## config.mk

```make
export PLATFORM = sky130hd
export DESIGN_NAME = dsac_supervisor
export DESIGN_NICKNAME = d
export VERILOG_FILES = /design/src/pkg/dsac_pkg.sv /design/src/hdl/dsac_mode_map.sv /design/src/hdl/dsac_arbiter.sv /design/src/hdl/dsac_supervisor.sv
export SDC_FILE = /design/constraint.sdc
export NUM_CORES = 1
export LEC_CHECK = 0
export BUFFER_PORTS_ARGS = -buffer_cell sky130_fd_sc_hd__buf_2
export CORE_MARGIN = 2
export CORE_UTILIZATION = 50
export DETAILED_ROUTE_END_ITERATION = 7
export GPL_ROUTABILITY_DRIVEN = 0
export PLACE_DENSITY = 0.8
export SLEW_MARGIN = 20
export SYNTH_ARGS = -nofsm -noshare
export SYNTH_HDL_FRONTEND = slang
export SYNTH_SLANG_ARGS = --single-unit
```

## constraint.sdc

```tcl
create_clock -name ref_clk -period 6.2 [get_ports ref_clk]
set_clock_uncertainty 0.05 [all_clocks]
set_input_delay 0.93 -clock ref_clk [delete_from_list [all_inputs] [get_ports ref_clk]]
set_output_delay 0.93 -clock ref_clk [all_outputs]
set_load 0.02 [all_outputs]
```

## src/pkg/dsac_pkg.sv

```systemverilog
package dsac_pkg;
   // register map, fieldbus parameter port (word index as printed)
   localparam logic [11:0] CHANNEL_LOCK_OFFSET = 12'h13c;
   localparam logic [11:0] OP_STATE_OFFSET = 12'h140;
   localparam logic [15:0] CHANNEL_LOCK_RESET = 16'h0000;
   localparam int LOCK_BIT_POS = 0;
   localparam logic [15:0] LOCK_RELEASE_VAL = 16'h0000;
   localparam logic [15:0] LOCK_FIELDBUS_VAL = 16'h0001;

   // operating modes
   localparam logic [2:0] MODE_JOG = 3'h1;
   localparam logic [2:0] MODE_SPEED = 3'h2;
   localparam logic [2:0] MODE_PROF_POS = 3'h3;
   localparam logic [2:0] MODE_PROF_VEL = 3'h4;
   localparam logic [2:0] MODE_HOMING = 3'h5;

   // error classes
   localparam logic [2:0] ECLASS_WARN = 3'h0;
   localparam logic [2:0] ECLASS_QSTOP = 3'h1;
   localparam logic [2:0] ECLASS_QSTOP_OFF = 3'h2;
   localparam logic [2:0] ECLASS_FATAL = 3'h3;
   localparam logic [2:0] ECLASS_UNCTRL = 3'h4;

   // state numbers as read by the fieldbus
   localparam logic [3:0] ST_NUM_START = 4'h1;
   localparam logic [3:0] ST_NUM_FAULT = 4'h9;

   typedef struct packed {
      logic enable_req;
      logic disable_req;
      logic fault_reset;
   } dsac_cmd_t;

   typedef struct packed {
      logic position_loop;
      logic velocity_loop;
      logic profile_gen_on;
   } dsac_loop_t;

   typedef struct packed {
      logic valid;
      logic [2:0] eclass;
   } dsac_err_t;
endpackage

```

## src/hdl/dsac_mode_map.sv

```systemverilog
`timescale 1ns/1ps
module dsac_mode_map
   import dsac_pkg::*;
(
   input wire logic ref_clk,
   input wire logic arst_n,
   input wire logic clk_en,
   input wire logic [2:0] mode_sel,
   input wire logic mode_run,
   output dsac_pkg::dsac_loop_t loop_sel
);
   wire is_speed = (mode_sel == MODE_SPEED);
   wire is_pos = (mode_sel == MODE_JOG) || (mode_sel == MODE_PROF_POS) ||
      (mode_sel == MODE_PROF_VEL) || (mode_sel == MODE_HOMING);
   dsac_loop_t loop_next;
   assign loop_next.velocity_loop = mode_run && is_speed;
   assign loop_next.position_loop = mode_run && is_pos;
   assign loop_next.profile_gen_on = mode_run && is_pos && !is_speed;

   always_ff @(posedge ref_clk or negedge arst_n) begin
      if (!arst_n) begin
         loop_sel <= '0;
      end else if (clk_en) begin
         loop_sel <= loop_next;
      end
   end

   a_speed_no_profile: assert property (@(posedge ref_clk) disable iff (!arst_n)
      clk_en && mode_run && is_speed |=> loop_sel.velocity_loop && !loop_sel.profile_gen_on)
      else $error("speed mode used profile generator");
   a_pos_with_profile: assert property (@(posedge ref_clk) disable iff (!arst_n)
      clk_en && mode_run && is_pos |=> loop_sel.position_loop && loop_sel.profile_gen_on)
      else $error("position mode without profile generator");
endmodule

```

## src/hdl/dsac_arbiter.sv

```systemverilog
`timescale 1ns/1ps
module dsac_arbiter
   import dsac_pkg::*;
(
   input wire logic lock_fieldbus,
   input wire logic tool_exclusive,
   input wire dsac_pkg::dsac_cmd_t fb_cmd,
   input wire dsac_pkg::dsac_cmd_t tool_cmd,
   input wire dsac_pkg::dsac_cmd_t io_cmd,
   output dsac_pkg::dsac_cmd_t cmd_out,
   output logic fb_refused,
   output logic tool_refused,
   output logic io_refused
);
   // the tool claim outranks the fieldbus lock so a commissioning session
   // cannot be stolen by a parameter write
   wire fb_ok = !tool_exclusive;
   wire tool_ok = !lock_fieldbus || tool_exclusive;
   wire io_ok = !lock_fieldbus && !tool_exclusive;
   assign cmd_out = (fb_ok ? fb_cmd : '0) | (tool_ok ? tool_cmd : '0) |
      (io_ok ? io_cmd : '0);
   assign fb_refused = !fb_ok && (fb_cmd != '0);
   assign tool_refused = !tool_ok && (tool_cmd != '0);
   assign io_refused = !io_ok && (io_cmd != '0);
endmodule

```

## src/hdl/dsac_supervisor.sv

```systemverilog
`timescale 1ns/1ps
module dsac_supervisor
   import dsac_pkg::*;
(
   input wire logic ref_clk,
   input wire logic arst_n,
   input wire logic clk_en,
   // fieldbus parameter port
   input wire logic par_wr,
   input wire logic par_rd,
   input wire logic [11:0] par_addr,
   input wire logic [15:0] par_wdata,
   output logic [15:0] par_rdata,
   // command channels
   input wire dsac_pkg::dsac_cmd_t fb_cmd,
   input wire dsac_pkg::dsac_cmd_t tool_cmd,
   input wire dsac_pkg::dsac_cmd_t io_cmd,
   input wire logic tool_exclusive,
   // non-lockable inputs
   input wire logic halt_in,
   input wire logic pos_limit_switch,
   input wire logic neg_limit_switch,
   input wire logic home_switch,
   input wire logic safe_torque_off_a,
   input wire logic safe_torque_off_b,
   // internal status
   input wire logic init_done,
   input wire logic param_done,
   input wire logic power_ok,
   input wire dsac_pkg::dsac_err_t err_in,
   input wire logic standstill,
   input wire logic [2:0] mode_sel,
   // power stage and motion side
   output logic power_enable,
   output logic quick_stop,
   output logic motion_halt,
   output logic limit_pos_stop,
   output logic limit_neg_stop,
   output logic home_seen,
   output logic mode_run,
   output logic warning,
   output dsac_pkg::dsac_loop_t loop_sel,
   output logic [3:0] op_state,
   output logic cmd_refused
);
   typedef enum logic [8:0] {
      S_START = 9'h001,
      S_NOT_READY = 9'h002,
      S_DISABLED = 9'h004,
      S_READY = 9'h008,
      S_ON = 9'h010,
      S_OP = 9'h020,
      S_QSTOP = 9'h040,
      S_REACT = 9'h080,
      S_FAULT = 9'h100
   } dsac_state_t;

   dsac_state_t state_reg, state_next;
   logic [15:0] channel_lock_reg;
   logic [2:0] eclass_reg, eclass_next;
   logic unclearable_reg;
   dsac_cmd_t cmd;
   logic fb_ref, tool_ref, io_ref, enable_refused;

   ////////////////////////////////////////////////////////////////////////
   // fieldbus parameter port
   wire lock_wr = par_wr && (par_addr == CHANNEL_LOCK_OFFSET);
   wire lock_fieldbus = channel_lock_reg[LOCK_BIT_POS];
   always_ff @(posedge ref_clk or negedge arst_n) begin
      if (!arst_n) begin
         channel_lock_reg <= CHANNEL_LOCK_RESET;
      end else if (clk_en && lock_wr) begin
         channel_lock_reg <= par_wdata;
      end
   end
   wire [15:0] rd_mux = (par_addr == CHANNEL_LOCK_OFFSET) ? channel_lock_reg :
      (par_addr == OP_STATE_OFFSET) ? {12'h000, op_state} : 16'h0000;
   always_ff @(posedge ref_clk or negedge arst_n) begin
      if (!arst_n) begin
         par_rdata <= 16'h0000;
      end else if (clk_en && par_rd) begin
         par_rdata <= rd_mux;
      end
   end

   ////////////////////////////////////////////////////////////////////////
   // channel arbitration and mode map
   dsac_arbiter u_arb (
      .lock_fieldbus(lock_fieldbus),
      .tool_exclusive(tool_exclusive),
      .fb_cmd(fb_cmd),
      .tool_cmd(tool_cmd),
      .io_cmd(io_cmd),
      .cmd_out(cmd),
      .fb_refused(fb_ref),
      .tool_refused(tool_ref),
      .io_refused(io_ref)
   );

   dsac_mode_map u_map (
      .ref_clk(ref_clk),
      .arst_n(arst_n),
      .clk_en(clk_en),
      .mode_sel(mode_sel),
      .mode_run(mode_run),
      .loop_sel(loop_sel)
   );

   ////////////////////////////////////////////////////////////////////////
   // state machine
   // safe-torque-off is never gated by the lock, so either pin drops power, except during a class 2 reaction in state 8
   wire sto_active = !safe_torque_off_a || !safe_torque_off_b;
   wire err_severe = err_in.valid && (err_in.eclass >= ECLASS_QSTOP_OFF) &&
      (err_in.eclass <= ECLASS_UNCTRL);
   wire err_class1 = err_in.valid && (err_in.eclass == ECLASS_QSTOP);
   wire err_warn = err_in.valid && (err_in.eclass == ECLASS_WARN);
   wire react_done = (eclass_reg != ECLASS_QSTOP_OFF) || standstill;
   wire stage_on = (state_reg == S_OP) || (state_reg == S_QSTOP);

   always_comb begin
      state_next = state_reg;
      eclass_next = eclass_reg;
      if (err_severe && state_reg != S_REACT && state_reg != S_FAULT) begin
         state_next = S_REACT;
         // with the stage already off a class 2 stop must not switch it back on
         eclass_next = (err_in.eclass == ECLASS_QSTOP_OFF && !stage_on) ? ECLASS_FATAL :
            err_in.eclass;
      end else begin
         unique case (state_reg)
            S_START: if (init_done) state_next = S_NOT_READY;
            S_NOT_READY: if (param_done) state_next = S_DISABLED;
            S_DISABLED: if (power_ok && !sto_active) state_next = S_READY;
            S_READY: begin
               if (!power_ok || sto_active) state_next = S_DISABLED;
               else if (cmd.enable_req) state_next = S_ON;
            end
            S_ON: begin
               if (cmd.disable_req || sto_active) state_next = S_DISABLED;
               else state_next = S_OP;
            end
            S_OP: begin
               if (cmd.disable_req || sto_active) state_next = S_DISABLED;
               else if (err_class1) state_next = S_QSTOP;
            end
            S_QSTOP: begin
               if (cmd.disable_req || sto_active) state_next = S_DISABLED;
               else if (cmd.fault_reset) state_next = S_OP;
            end
            S_REACT: if (react_done) state_next = S_FAULT;
            S_FAULT: begin
               // class 4 stays latched until power is removed
               if (cmd.fault_reset && !unclearable_reg) begin
                  state_next = S_DISABLED;
                  eclass_next = ECLASS_WARN;
               end
            end
         endcase
      end
   end

   always_ff @(posedge ref_clk or negedge arst_n) begin
      if (!arst_n) begin
         state_reg <= S_START;
         eclass_reg <= ECLASS_WARN;
         unclearable_reg <= 1'b0;
      end else if (clk_en) begin
         state_reg <= state_next;
         eclass_reg <= eclass_next;
         if (err_in.valid && err_in.eclass == ECLASS_UNCTRL) begin
            unclearable_reg <= 1'b1;
         end
      end
   end

   ////////////////////////////////////////////////////////////////////////
   // outputs
   logic [3:0] st_num;
   always_comb begin
      st_num = ST_NUM_START;
      for (int i = 0; i < 9; i++) begin
         if (state_reg[i]) st_num = 4'(i + 1);
      end
   end
   assign op_state = st_num;

   wire react_qstop = (state_reg == S_REACT) && (eclass_reg == ECLASS_QSTOP_OFF);
   assign power_enable = (state_reg == S_OP) || (state_reg == S_QSTOP) ||
      (react_qstop && !standstill);
   assign mode_run = (state_reg == S_OP);
   assign quick_stop = (state_reg == S_QSTOP) || react_qstop;
   assign warning = err_warn;
   assign motion_halt = halt_in;
   assign limit_pos_stop = pos_limit_switch;
   assign limit_neg_stop = neg_limit_switch;
   assign home_seen = home_switch;
   assign enable_refused = (state_reg == S_DISABLED) && cmd.enable_req;
   assign cmd_refused = fb_ref || tool_ref || io_ref || enable_refused;

   ////////////////////////////////////////////////////////////////////////
   // checks
   a_power_only_ok: assert property (@(posedge ref_clk) disable iff (!arst_n)
      mode_run |-> power_enable && op_state == 4'h6)
      else $error("mode running outside state 6");
   a_fault_power_off: assert property (@(posedge ref_clk) disable iff (!arst_n)
      op_state == ST_NUM_FAULT |-> !power_enable)
      else $error("power stage on in fault");
   a_disable_goes3: assert property (@(posedge ref_clk) disable iff (!arst_n)
      clk_en && (state_reg == S_OP || state_reg == S_QSTOP) && cmd.disable_req && !err_severe
      |=> op_state == 4'h3 && !power_enable)
      else $error("disable request not honoured");
   a_class1_qstop: assert property (@(posedge ref_clk) disable iff (!arst_n)
      clk_en && state_reg == S_OP && err_class1 && !cmd.disable_req && !sto_active
      && !err_severe |=> quick_stop && power_enable)
      else $error("class 1 did not quick stop");
   a_severe_react: assert property (@(posedge ref_clk) disable iff (!arst_n)
      clk_en && err_severe && state_reg != S_FAULT && state_reg != S_REACT
      |=> op_state == 4'h8)
      else $error("severe error not entering state 8");
   a_fatal_off: assert property (@(posedge ref_clk) disable iff (!arst_n)
      state_reg == S_REACT && eclass_reg >= ECLASS_FATAL |-> !power_enable)
      else $error("fatal error kept power on");
   a_class4_sticky: assert property (@(posedge ref_clk) disable iff (!arst_n)
      clk_en && state_reg == S_FAULT && unclearable_reg |=> state_reg == S_FAULT)
      else $error("class 4 fault cleared");
   a_enable_refused: assert property (@(posedge ref_clk) disable iff (!arst_n)
      clk_en && state_reg == S_DISABLED |=> !power_enable)
      else $error("power enabled from state 3");
   a_off_stays_off: assert property (@(posedge ref_clk) disable iff (!arst_n)
      clk_en && err_severe && !stage_on && state_reg != S_REACT && state_reg != S_FAULT
      |=> !power_enable)
      else $error("error reaction switched power stage on");
   a_io_blocked: assert property (@(posedge ref_clk) disable iff (!arst_n)
      (lock_fieldbus || tool_exclusive) && io_cmd != '0 |-> cmd_refused)
      else $error("locked input not refused");
   a_halt_passes: assert property (@(posedge ref_clk) disable iff (!arst_n)
      lock_fieldbus && halt_in |-> motion_halt)
      else $error("hold lost under lock");

   c_reach_op: cover property (@(posedge ref_clk) state_reg == S_OP);
   c_qstop_back: cover property (@(posedge ref_clk) state_reg == S_QSTOP ##1 state_reg == S_OP);
   c_fault_reset: cover property (@(posedge ref_clk) state_reg == S_FAULT ##1 state_reg == S_DISABLED);
   c_lock_refuse: cover property (@(posedge ref_clk) lock_fieldbus && io_ref);
endmodule

```

==> out/summary.txt, run 1 <==
JOB
--------------------------------------------------------------------------------
Maximum capacitance violations                                                 0

PLACED DESIGN
--------------------------------------------------------------------------------
Pre-CTS setup slack                                                      2.52 ns
DP HPWL                                                                  4430 µm
Port Buffers                                                                  83

CLOCK NETWORK
--------------------------------------------------------------------------------
TritonCTS clock tree                                                        done
Clock Path Buffers                                                             2
Post-cts hold buffer count                                                     0
Post-CTS setup-driven buffer insertion count                                   0
Clock Pin Slew Worst Setup and Hold Paths                                0.08 ns
Cts repair resizes                                                             0
Skew-Pair Late Insertion Delay                                           0.29 ns
Number of clock sinks                                                         48
Deepest level of the CTS H-tree                                                2
Library cell used as clock root buffer                              sky130_fd_sc_hd__clkbuf_8
Total clock buffers created by CTS                                             5

TIMING
--------------------------------------------------------------------------------
Smallest setup slack after layout                                        2.83 ns
Max-Slew Margin vs Limit                                                   32.9%
Number of hold-slack violations in the final timing report                     0
Final setup violation count                                                    0
Number of max-slew violations in the final report                              0
Clock period minus worst slack                                           3.37 ns
Setup repair after global routing missed its margin                           no
Actual transition at the worst max-transition pin                        1.00 ns
Max Clock Freq                                                         0.296 GHz
Final sum of negative setup slack                                           0 ns
Tcrit/Tclk final                                                           54.4%

CELLS AND AREA
--------------------------------------------------------------------------------
Nets                                                                         405
Layout Area Growth over Synthesis                                          19.8%
Ratio of cells with drive above 1 in the final layout                      36.2%
Most common cell after layout, fill and taps aside                  sky130_fd_sc_hd__buf_2
Fillcell total                                                               448
Diode count                                                                    0
Most used cells in the layout excluding fill and tap cells          sky130_fd_sc_hd__buf_2, sky130_fd_sc_hd__dfrtp_1, sky130_fd_sc_hd__nand2_1

DRT
--------------------------------------------------------------------------------
Via Count                                                                  2,269
Pre-antenna DRT Iters                                                          4
Via count normalized by instance count                                      5.47
DRT Wirelength                                                           5750 µm
Remaining routing DRC violations                                               0
Routed WL per cell                                                       13.9 µm
Initial drt markers                                                          136
Remaining antenna violation count                                              0

YOSYS
--------------------------------------------------------------------------------
Synth Area per Inst                                                     9.61 µm²
Synthesized Nets                                                             334
Ys async rst share                                                          100%
Post-synth top area cell                                            sky130_fd_sc_hd__dfrtp_1
Post-synth cell types                                                         54
Dominant cells by area after synthesis                              sky130_fd_sc_hd__dfrtp_1, sky130_fd_sc_hd__mux2_2, sky130_fd_sc_hd__nand2_1
Flip-flop cell with the highest count after synthesis               sky130_fd_sc_hd__dfrtp_1
Register bit total from synthesis                                             48
Post-synthesis instance area                                            2630 µm²
Proportion of netlist area held by the largest area contributor            44.7%
Synth warnings                                                                 0
Number of instances in the synthesized netlist                               274
EDFF count, synth                                                              0
Sequential share of the synthesized area                                   45.7%

GRT
--------------------------------------------------------------------------------
Overall Global Routing Usage                                               21.2%
Number of antenna violations at the first check in global routing              0
Aggregate global routing overflow                                              0
Wire length of the first global-routing pass                           10,100 µm
Pin count of the biggest net entering global routing                          49
Via count of the first global-routing pass                                 2,169

FLOORPLAN
--------------------------------------------------------------------------------
Std-Cell Core Area                                                      5110 µm²
Floorplan die area                                                      5860 µm²
I/O pin count                                                                 92
Overall die height                                                       76.6 µm
Number of placement rows                                                      26
Initial core utilization                                                   51.6%
Die X-Extent                                                             76.6 µm

POWER AND IR DROP
--------------------------------------------------------------------------------
Power density over the cells                                          289 nW/µm²
Combinational group share of total power                                   31.6%
Relative contribution of the clock network to total power                  28.0%
Highest ir drop seen on vdd                                           0.000165 V
Lkg Pwr                                                                  1.57 nW
Sequential share of power                                                  40.4%
Switching share of power                                                   32.5%
Internal portion of total power                                       0.000616 W
Net Sw Power                                                          0.000296 W

SETUP PATH
--------------------------------------------------------------------------------
Category of the worst setup path capture point                          register
Classification of the worst setup path                              input port to register
Critical Path AT                                                         3.50 ns
CP startpoint kind                                                    input port
Top fanout value on the critical path                                         17
Critical Path, Cell by Cell                                         buf_2 > nor4b_1 > nand2_1 > nor3_2 > and3_1 > mux2_2
CP max stage cell                                                   sky130_fd_sc_hd__nor3_2
Crit path required time                                                  6.33 ns
Maximum cell stage delay along the critical path                         0.81 ns

STATUS
--------------------------------------------------------------------------------
Status                                                              complete, no violations

MIN PATH
--------------------------------------------------------------------------------
Hold/Removal Path Class                                             register to register

==> power groups by stage <==
stage	sequential (W)	clock (W)	combinational (W)
floorplan	0.000352	0	0.000232
global placement	0.000373	0	0.000283
detailed placement	0.000374	0	0.000285
CTS	0.000368	0.000259	0.000287
global route	0.000373	0.000274	0.000318
finish	0.000369	0.000255	0.000288
==> Yosys cell counts, drive strengths merged, types with 5 or more instances <==
master  count
clkbuf      6
nor2       16
a21oi      11
dfrtp      47
inv        11
nand3       5
nor3        9
or2         5
o21ai      24
buf        13
nor4        5
mux2       19
nand2      42
==> worst max-delay path, delay by kind of cell <==
kind	cells	cell delay [ns]
buffers and inverters	1	0.10
AND/OR/NAND/NOR	4	2.05
multiplexers	1	0.42
==> final cells by class <==
class	instances	area [µm²]	area share, %
Timing Repair Buffer	83	418	13.2
Clock buffer	5	68.8	2.18
Sequential cell	48	1200	38.1
Clock inverter	2	60.1	1.90
Tap cell	70	87.6	2.78
Inverter	11	41.3	1.31
Multi-Input combinational cell	196	1280	40.5
==> path summary, 6_finish.rpt <==
| kind | from | end | cells after the start | slack (ns) |
|---|---|---|---|---|
| max in group asynchronous | arst_n | state_reg[8] | 1 | 5.11 |
| hold / removal | unclearable_reg | unclearable_reg | 1 | 0.42 |
| hold reg to reg | unclearable_reg | unclearable_reg | 1 | 0.42 |
| setup / recovery | par_addr[9] | channel_lock_reg[10] | 6 | 2.83 |
| min in group asynchronous | arst_n | u_map.loop_sel[1] | 1 | 0.58 |
| setup reg to reg | state_reg[3] | state_reg[4] | 6 | 3.84 |
==> stage by stage <==
stage	hold WS, ns	utilization [%]	area (µm²)	power, W	cells
2_1_floorplan	0.383	-	2630	0.000584	274
3_3_place_gp	0.398	59.2	3020	0.000656	408
3_5_place_dp	0.406	59.2	3020	0.000659	408
4_1_cts	0.424	61.7	3150	0.000913	415
5_1_grt	0.434	61.8	3150	0.000965	415
6_report	0.424	61.8	3150	0.000912	415
==> kinds of logic after synthesis <==
kind of cell | synth area share (%)
DFF | 45.7
muxes | 10.1
xor gates and xnor gates | 0.665
and+or+nand+nor | 22.4
AOI/OAI and AO/OA | 15.3
buffers and inverters | 5.89
==> routing by layer <==
| layer | wire (µm) | GRT usage [%] |
|---|---|---|
| met5 | 0 | 0 |
| met4 | 14 | 3.45 |
| met3 | 270 | 4.38 |
| met2 | 2840 | 35.2 |
| met1 | 2630 | 29.2 |
(Power assumes the default switching activity.)
==> run 2: changes to the inputs <==
- CORE_UTILIZATION: 50 -> 45
- PLACE_DENSITY: 0.8 -> 0.76
- clock period: 6.2 -> 2.87 ns (I/O delays scaled with it)
==> out/summary.txt, run 2 (same netlist as run 1, synthesis figures left out) <==
STATUS
--------------------------------------------------------------------------------
Status                                                              complete, no violations

TIMING
--------------------------------------------------------------------------------
Final sum of negative setup slack                                           0 ns
Max-Slew Margin vs Limit                                                   61.8%
Final setup violation count                                                    0
Number of hold-slack violations in the final timing report                     0
Max Clock Freq                                                         0.369 GHz
Tcrit/Tclk final                                                           94.3%
Setup repair after global routing missed its margin                           no
Number of max-slew violations in the final report                              0
Clock period minus worst slack                                           2.71 ns
Actual transition at the worst max-transition pin                       0.573 ns

FLOORPLAN
--------------------------------------------------------------------------------
Std-Cell Core Area                                                      5570 µm²
Initial core utilization                                                   47.3%
Overall die height                                                       80.5 µm
Floorplan die area                                                      6480 µm²
Number of placement rows                                                      27
I/O pin count                                                                 92
Die X-Extent                                                             80.5 µm

CLOCK NETWORK
--------------------------------------------------------------------------------
Post-CTS setup-driven buffer insertion count                                   0
Clock Pin Slew Worst Setup and Hold Paths                                0.09 ns
Library cell used as clock root buffer                              sky130_fd_sc_hd__clkbuf_8
Cts repair resizes                                                             0
Total clock buffers created by CTS                                             5
Number of clock sinks                                                         48
Clock Path Buffers                                                             2
TritonCTS clock tree                                                        done
Post-cts hold buffer count                                                     0
Deepest level of the CTS H-tree                                                2
Skew-Pair Late Insertion Delay                                           0.29 ns

DRT
--------------------------------------------------------------------------------
Via count normalized by instance count                                      5.31
Via Count                                                                  2,237
Initial drt markers                                                          127
Routed WL per cell                                                       13.7 µm
Remaining routing DRC violations                                               0
DRT Wirelength                                                           5780 µm
Remaining antenna violation count                                              0
Pre-antenna DRT Iters                                                          4

POWER AND IR DROP
--------------------------------------------------------------------------------
Switching share of power                                                   33.6%
Net Sw Power                                                          0.000645 W
Relative contribution of the clock network to total power                  25.9%
Lkg Pwr                                                                  1.58 nW
Design Power                                                           0.00192 W
Highest ir drop seen on vdd                                           0.000539 V
Power density over the cells                                          605 nW/µm²
Sequential share of power                                                  41.7%
Combinational group share of total power                                   32.4%
Internal portion of total power                                        0.00127 W

SETUP PATH
--------------------------------------------------------------------------------
Classification of the worst setup path                              register to output pin
Category of the worst setup path capture point                        output pin
Critical Path AT                                                         2.23 ns
Top fanout value on the critical path                                         10
Terminus of the critical flop-to-flop path                          state_reg[1]
Worst r2r src                                                       state_reg[3]
CP startpoint kind                                                      register
Crit path required time                                                  2.39 ns
Flop2flop setup slack                                                    0.46 ns
Depth of the worst register-to-register path                                   6

GRT
--------------------------------------------------------------------------------
Number of antenna violations at the first check in global routing              0
Via count of the first global-routing pass                                 2,106
Overall Global Routing Usage                                               18.8%
Wire length of the first global-routing pass                             9570 µm
Aggregate global routing overflow                                              0
Pin count of the biggest net entering global routing                          49

CELLS AND AREA
--------------------------------------------------------------------------------
Non-filler cells, final                                                      421
Most used cells in the layout excluding fill and tap cells          sky130_fd_sc_hd__buf_2, sky130_fd_sc_hd__dfrtp_1, sky130_fd_sc_hd__nand2_1
Nets                                                                         408
Most common cell after layout, fill and taps aside                  sky130_fd_sc_hd__buf_2
Share of the core filled with cells in the final layout                    56.9%
Layout Area Growth over Synthesis                                          20.4%
Diode count                                                                    0
Ratio of cells with drive above 1 in the final layout                      37.0%

MIN PATH
--------------------------------------------------------------------------------
Hold/Removal Path Class                                             input port to asynchronous set/reset pin

PLACED DESIGN
--------------------------------------------------------------------------------
Placed instance count                                                        413
DP HPWL                                                                  4570 µm
Port Buffers                                                                  83

JOB
--------------------------------------------------------------------------------
Maximum capacitance violations                                                 0

==> run 2: cell count changes in the layout (fill, tap and decap cells not counted) <==
| cell | before | now |
|---|---|---|
| sky130_fd_sc_hd__buf_4 | 1 | 4 |
| sky130_fd_sc_hd__bufinv_16 | 2 | 1 |
| sky130_fd_sc_hd__clkbuf_8 | 5 | 6 |
| sky130_fd_sc_hd__clkinv_4 | 0 | 1 |
==> run 2: power by group through the flow <==
stage | clock network (W) | logic [W] | registers, W
5_1_grt | 0.000537 | 0.000682 | 0.000809
4_1_cts | 0.000512 | 0.000619 | 0.000796
6_report | 0.000496 | 0.000622 | 0.000800
3_5_place_dp | 0 | 0.000617 | 0.000809
3_3_place_gp | 0 | 0.000618 | 0.000807
2_1_floorplan | 0 | 0.000502 | 0.000761
==> run 2: final cells by class <==
| class | instances | area [µm²] |
|---|---|---|
| inverter | 11 | 41.3 |
| sequential | 48 | 1200 |
| clock buffer | 6 | 82.6 |
| clock inverter | 2 | 38.8 |
| multi-input combinational | 196 | 1280 |
| fill | 509 | 2400 |
| timing repair buffer | 86 | 440 |
| tap | 72 | 90.1 |
==> run 2: stage by stage <==
| stage | instance area [µm²] | setup slack, ns | hold WS, ns |
|---|---|---|---|
| 6_report | 3170 | 0.163 | 0.0825 |
| 5_1_grt | 3170 | 0.0283 | 0.129 |
| 4_1_cts | 3170 | 0.168 | 0.283 |
| 3_5_place_dp | 3050 | 0.475 | 0.414 |
| 3_3_place_gp | 3050 | 0.479 | 0.409 |
| 2_1_floorplan | 2630 | 0.441 | 0.0849 |
==> run 2: worst max-delay path by stage <==
stage                               to            from  slack [ns]  depth (start not counted)
after floorplan            cmd_refused    state_reg[5]        0.44                          5
after global placement    state_reg[4]    state_reg[3]        0.48                          6
after detailed placement  state_reg[1]  tool_exclusive        0.47                          7
after CTS                  cmd_refused    state_reg[4]        0.17                          5
after global routing      power_enable    state_reg[3]        0.03                          5
final                     power_enable    state_reg[3]        0.16                          5
==> run 2: critical path: stages, from the launching register on <==
cell                        delay (ns)
sky130_fd_sc_hd__dfrtp_1          0.49
sky130_fd_sc_hd__nor4_1           0.57
sky130_fd_sc_hd__and2_1           0.35
sky130_fd_sc_hd__nand4bb_1        0.24
sky130_fd_sc_hd__nand2_1          0.13
sky130_fd_sc_hd__buf_2            0.16
==> run 2: routing by layer <==
| layer | vias up | wire length (µm) | track usage (%) |
|---|---|---|---|
| met5 | - | 0 | 0 |
| met4 | 0 | 52 | 3.22 |
| met3 | 4 | 329 | 3.60 |
| met2 | 70 | 2820 | 31.9 |
| met1 | 1044 | 2580 | 25.5 |
| li1 | 1119 | - | - |
==> run 3: changes to the inputs <==
- SYNTH_HIERARCHICAL: unset -> 1
==> out/summary.txt, run 3 <==
POWER AND IR DROP
--------------------------------------------------------------------------------
Combinational group share of total power                                   31.0%
Relative contribution of the clock network to total power                  26.6%
Highest ir drop seen on vdd                                           0.000286 V
Power density over the cells                                          591 nW/µm²
Design Power                                                           0.00187 W
Switching share of power                                                   35.0%
Sequential share of power                                                  42.4%
Net Sw Power                                                          0.000654 W
Lkg Pwr                                                                  1.58 nW
Internal portion of total power                                        0.00121 W

CLOCK NETWORK
--------------------------------------------------------------------------------
Clock Pin Slew Worst Setup and Hold Paths                                0.09 ns
TritonCTS clock tree                                                        done
Post-CTS setup-driven buffer insertion count                                   0
Number of clock sinks                                                         48
Deepest level of the CTS H-tree                                                2
Library cell used as clock root buffer                              sky130_fd_sc_hd__clkbuf_8
Clock Path Buffers                                                             2
Skew-Pair Late Insertion Delay                                           0.29 ns
Total clock buffers created by CTS                                             5
Post-cts hold buffer count                                                     0
Cts repair resizes                                                             0

DRT
--------------------------------------------------------------------------------
DRT Wirelength                                                           6160 µm
Routed WL per cell                                                       14.5 µm
Initial drt markers                                                          124
Via count normalized by instance count                                      5.50
Remaining antenna violation count                                              0
Remaining routing DRC violations                                               0
Via Count                                                                  2,330
Pre-antenna DRT Iters                                                          4

YOSYS
--------------------------------------------------------------------------------
Register bit total from synthesis                                             48
Synthesized Nets                                                             336
Dominant cells by area after synthesis                              sky130_fd_sc_hd__dfrtp_1, sky130_fd_sc_hd__mux2_1, sky130_fd_sc_hd__nand2_1
Library cell with the highest instance count after synthesis        sky130_fd_sc_hd__dfrtp_1
List of most frequent post-synthesis cells                          sky130_fd_sc_hd__dfrtp_1, sky130_fd_sc_hd__nand2_1, sky130_fd_sc_hd__o21ai_0, sky130_fd_sc_hd__mux2_1
Number of instances in the synthesized netlist                               276
EDFF count, synth                                                              0
Synth warnings                                                                 6
Sequential share of the synthesized area                                   46.0%
Post-synth top area cell                                            sky130_fd_sc_hd__dfrtp_1
Post-synthesis instance area                                            2610 µm²
Post-synth cell types                                                         55
Synth Area per Inst                                                     9.47 µm²
Flip-flop cell with the highest count after synthesis               sky130_fd_sc_hd__dfrtp_1
Proportion of netlist area held by the largest area contributor            45.0%
Ys async rst share                                                          100%

GRT
--------------------------------------------------------------------------------
Wire length of the first global-routing pass                             9780 µm
Number of antenna violations at the first check in global routing              0
Overall Global Routing Usage                                               19.4%
Via count of the first global-routing pass                                 2,122
Pin count of the biggest net entering global routing                          33
Aggregate global routing overflow                                              0

TIMING
--------------------------------------------------------------------------------
Final sum of negative setup slack                                           0 ns
Max Clock Freq                                                         0.395 GHz
Clock period minus worst slack                                           2.53 ns
Tcrit/Tclk final                                                           88.3%
Smallest setup slack after layout                                       0.336 ns
Final setup violation count                                                    0
Fin Hold WS                                                            0.0241 ns
Setup repair after global routing missed its margin                           no
Number of max-slew violations in the final report                              0
Max-Slew Margin vs Limit                                                   43.0%
Actual transition at the worst max-transition pin                       0.854 ns
Number of hold-slack violations in the final timing report                     0

SETUP PATH
--------------------------------------------------------------------------------
Top fanout value on the critical path                                         10
CP startpoint kind                                                      register
Crit path required time                                                  2.39 ns
Classification of the worst setup path                              register to output pin
Category of the worst setup path capture point                        output pin
Critical Path AT                                                         2.05 ns

FLOORPLAN
--------------------------------------------------------------------------------
Floorplan die area                                                      6430 µm²
Initial core utilization                                                   46.9%
Overall die height                                                       80.2 µm
Number of placement rows                                                      27
I/O pin count                                                                 92
Std-Cell Core Area                                                      5570 µm²
Die X-Extent                                                             80.2 µm

CELLS AND AREA
--------------------------------------------------------------------------------
Ratio of cells with drive above 1 in the final layout                      30.1%
Nets                                                                         411
Layout Area Growth over Synthesis                                          20.9%
Diode count                                                                    0
Fillcell total                                                               507
Most common cell after layout, fill and taps aside                  sky130_fd_sc_hd__buf_2
Most used cells in the layout excluding fill and tap cells          sky130_fd_sc_hd__buf_2, sky130_fd_sc_hd__dfrtp_1, sky130_fd_sc_hd__nand2_1

PLACED DESIGN
--------------------------------------------------------------------------------
Port Buffers                                                                  83
DP HPWL                                                                  4740 µm
Pre-CTS setup slack                                                     0.178 ns

MIN PATH
--------------------------------------------------------------------------------
Hold/Removal Path Class                                             input port to asynchronous set/reset pin

JOB
--------------------------------------------------------------------------------
Maximum capacitance violations                                                 0

STATUS
--------------------------------------------------------------------------------
Status                                                              complete, no violations

[run 3: critical path: stages (launching register included)]
cell	delay, ns
sky130_fd_sc_hd__dfrtp_1	0.53
sky130_fd_sc_hd__nor3_1	0.35
sky130_fd_sc_hd__nand3_1	0.22
sky130_fd_sc_hd__nor3b_1	0.41
sky130_fd_sc_hd__buf_2	0.25
[run 3: logic make-up (layout without fill, tap and decap cells)]
kind of cell / Yosys count / in the layout / share of synthesized area [%]
compound gates: 68 / 68 / 17.4
xor+xnor: 3 / 3 / 1.01
buf+inv: 29 / 105 / 5.46
flops: 48 / 48 / 46.0
mux: 19 / 19 / 8.28
simple gates: 109 / 109 / 21.9
[run 3: worst paths after layout]
kind | from | endpoint | slack, ns | depth (start not counted)
setup / recovery | state_reg[8] | mode_run | 0.34 | 4
hold / removal | arst_n | par_rdata[13] | 0.02 | 1
setup reg to reg | state_reg[5] | state_reg[1] | 0.37 | 6
hold reg to reg | par_rdata[6] | par_rdata[6] | 0.43 | 2
max in group asynchronous | arst_n | state_reg[0] | 2.09 | 2
min in group ref_clk | par_wdata[5] | channel_lock_reg[5] | 0.29 | 2
[run 3: stage by stage]
stage | utilization (%) | std cells | cell area (µm²)
2_1_floorplan | - | 276 | 2610
4_1_cts | 56.7 | 424 | 3160
5_1_grt | 56.7 | 424 | 3160
6_report | 56.7 | 424 | 3160
3_3_place_gp | 54.6 | 416 | 3040
3_5_place_dp | 54.6 | 416 | 3040
[run 3: area by class of cell]
type / count / area, µm² / area share (%)
multi-input cells: 199 / 1270 / 40.2
flip-flops and latches: 48 / 1200 / 38.1
repair buffers: 87 / 445 / 14.1
well taps: 72 / 90.1 / 2.85
clock buffers: 5 / 68.8 / 2.18
clock inverters: 3 / 46.3 / 1.47
inverters: 10 / 37.5 / 1.19
[run 3: layer usage]
layer	global-route usage, %	vias up	wire length, µm
met3	4.27	8	485
li1	-	1135	-
met2	31.1	105	2900
met4	5.25	0	57
met5	0	-	0
met1	26.6	1082	2710
[run 3: power by group through the flow]
stage / Clock, W / Sequential, W / Combinational [W]
5_1_grt: 0.000545 / 0.000800 / 0.000636
3_5_place_dp: 0 / 0.000802 / 0.000579
6_report: 0.000496 / 0.000792 / 0.000579
3_3_place_gp: 0 / 0.000799 / 0.000564
2_1_floorplan: 0 / 0.000749 / 0.000462
4_1_cts: 0.000511 / 0.000789 / 0.000580
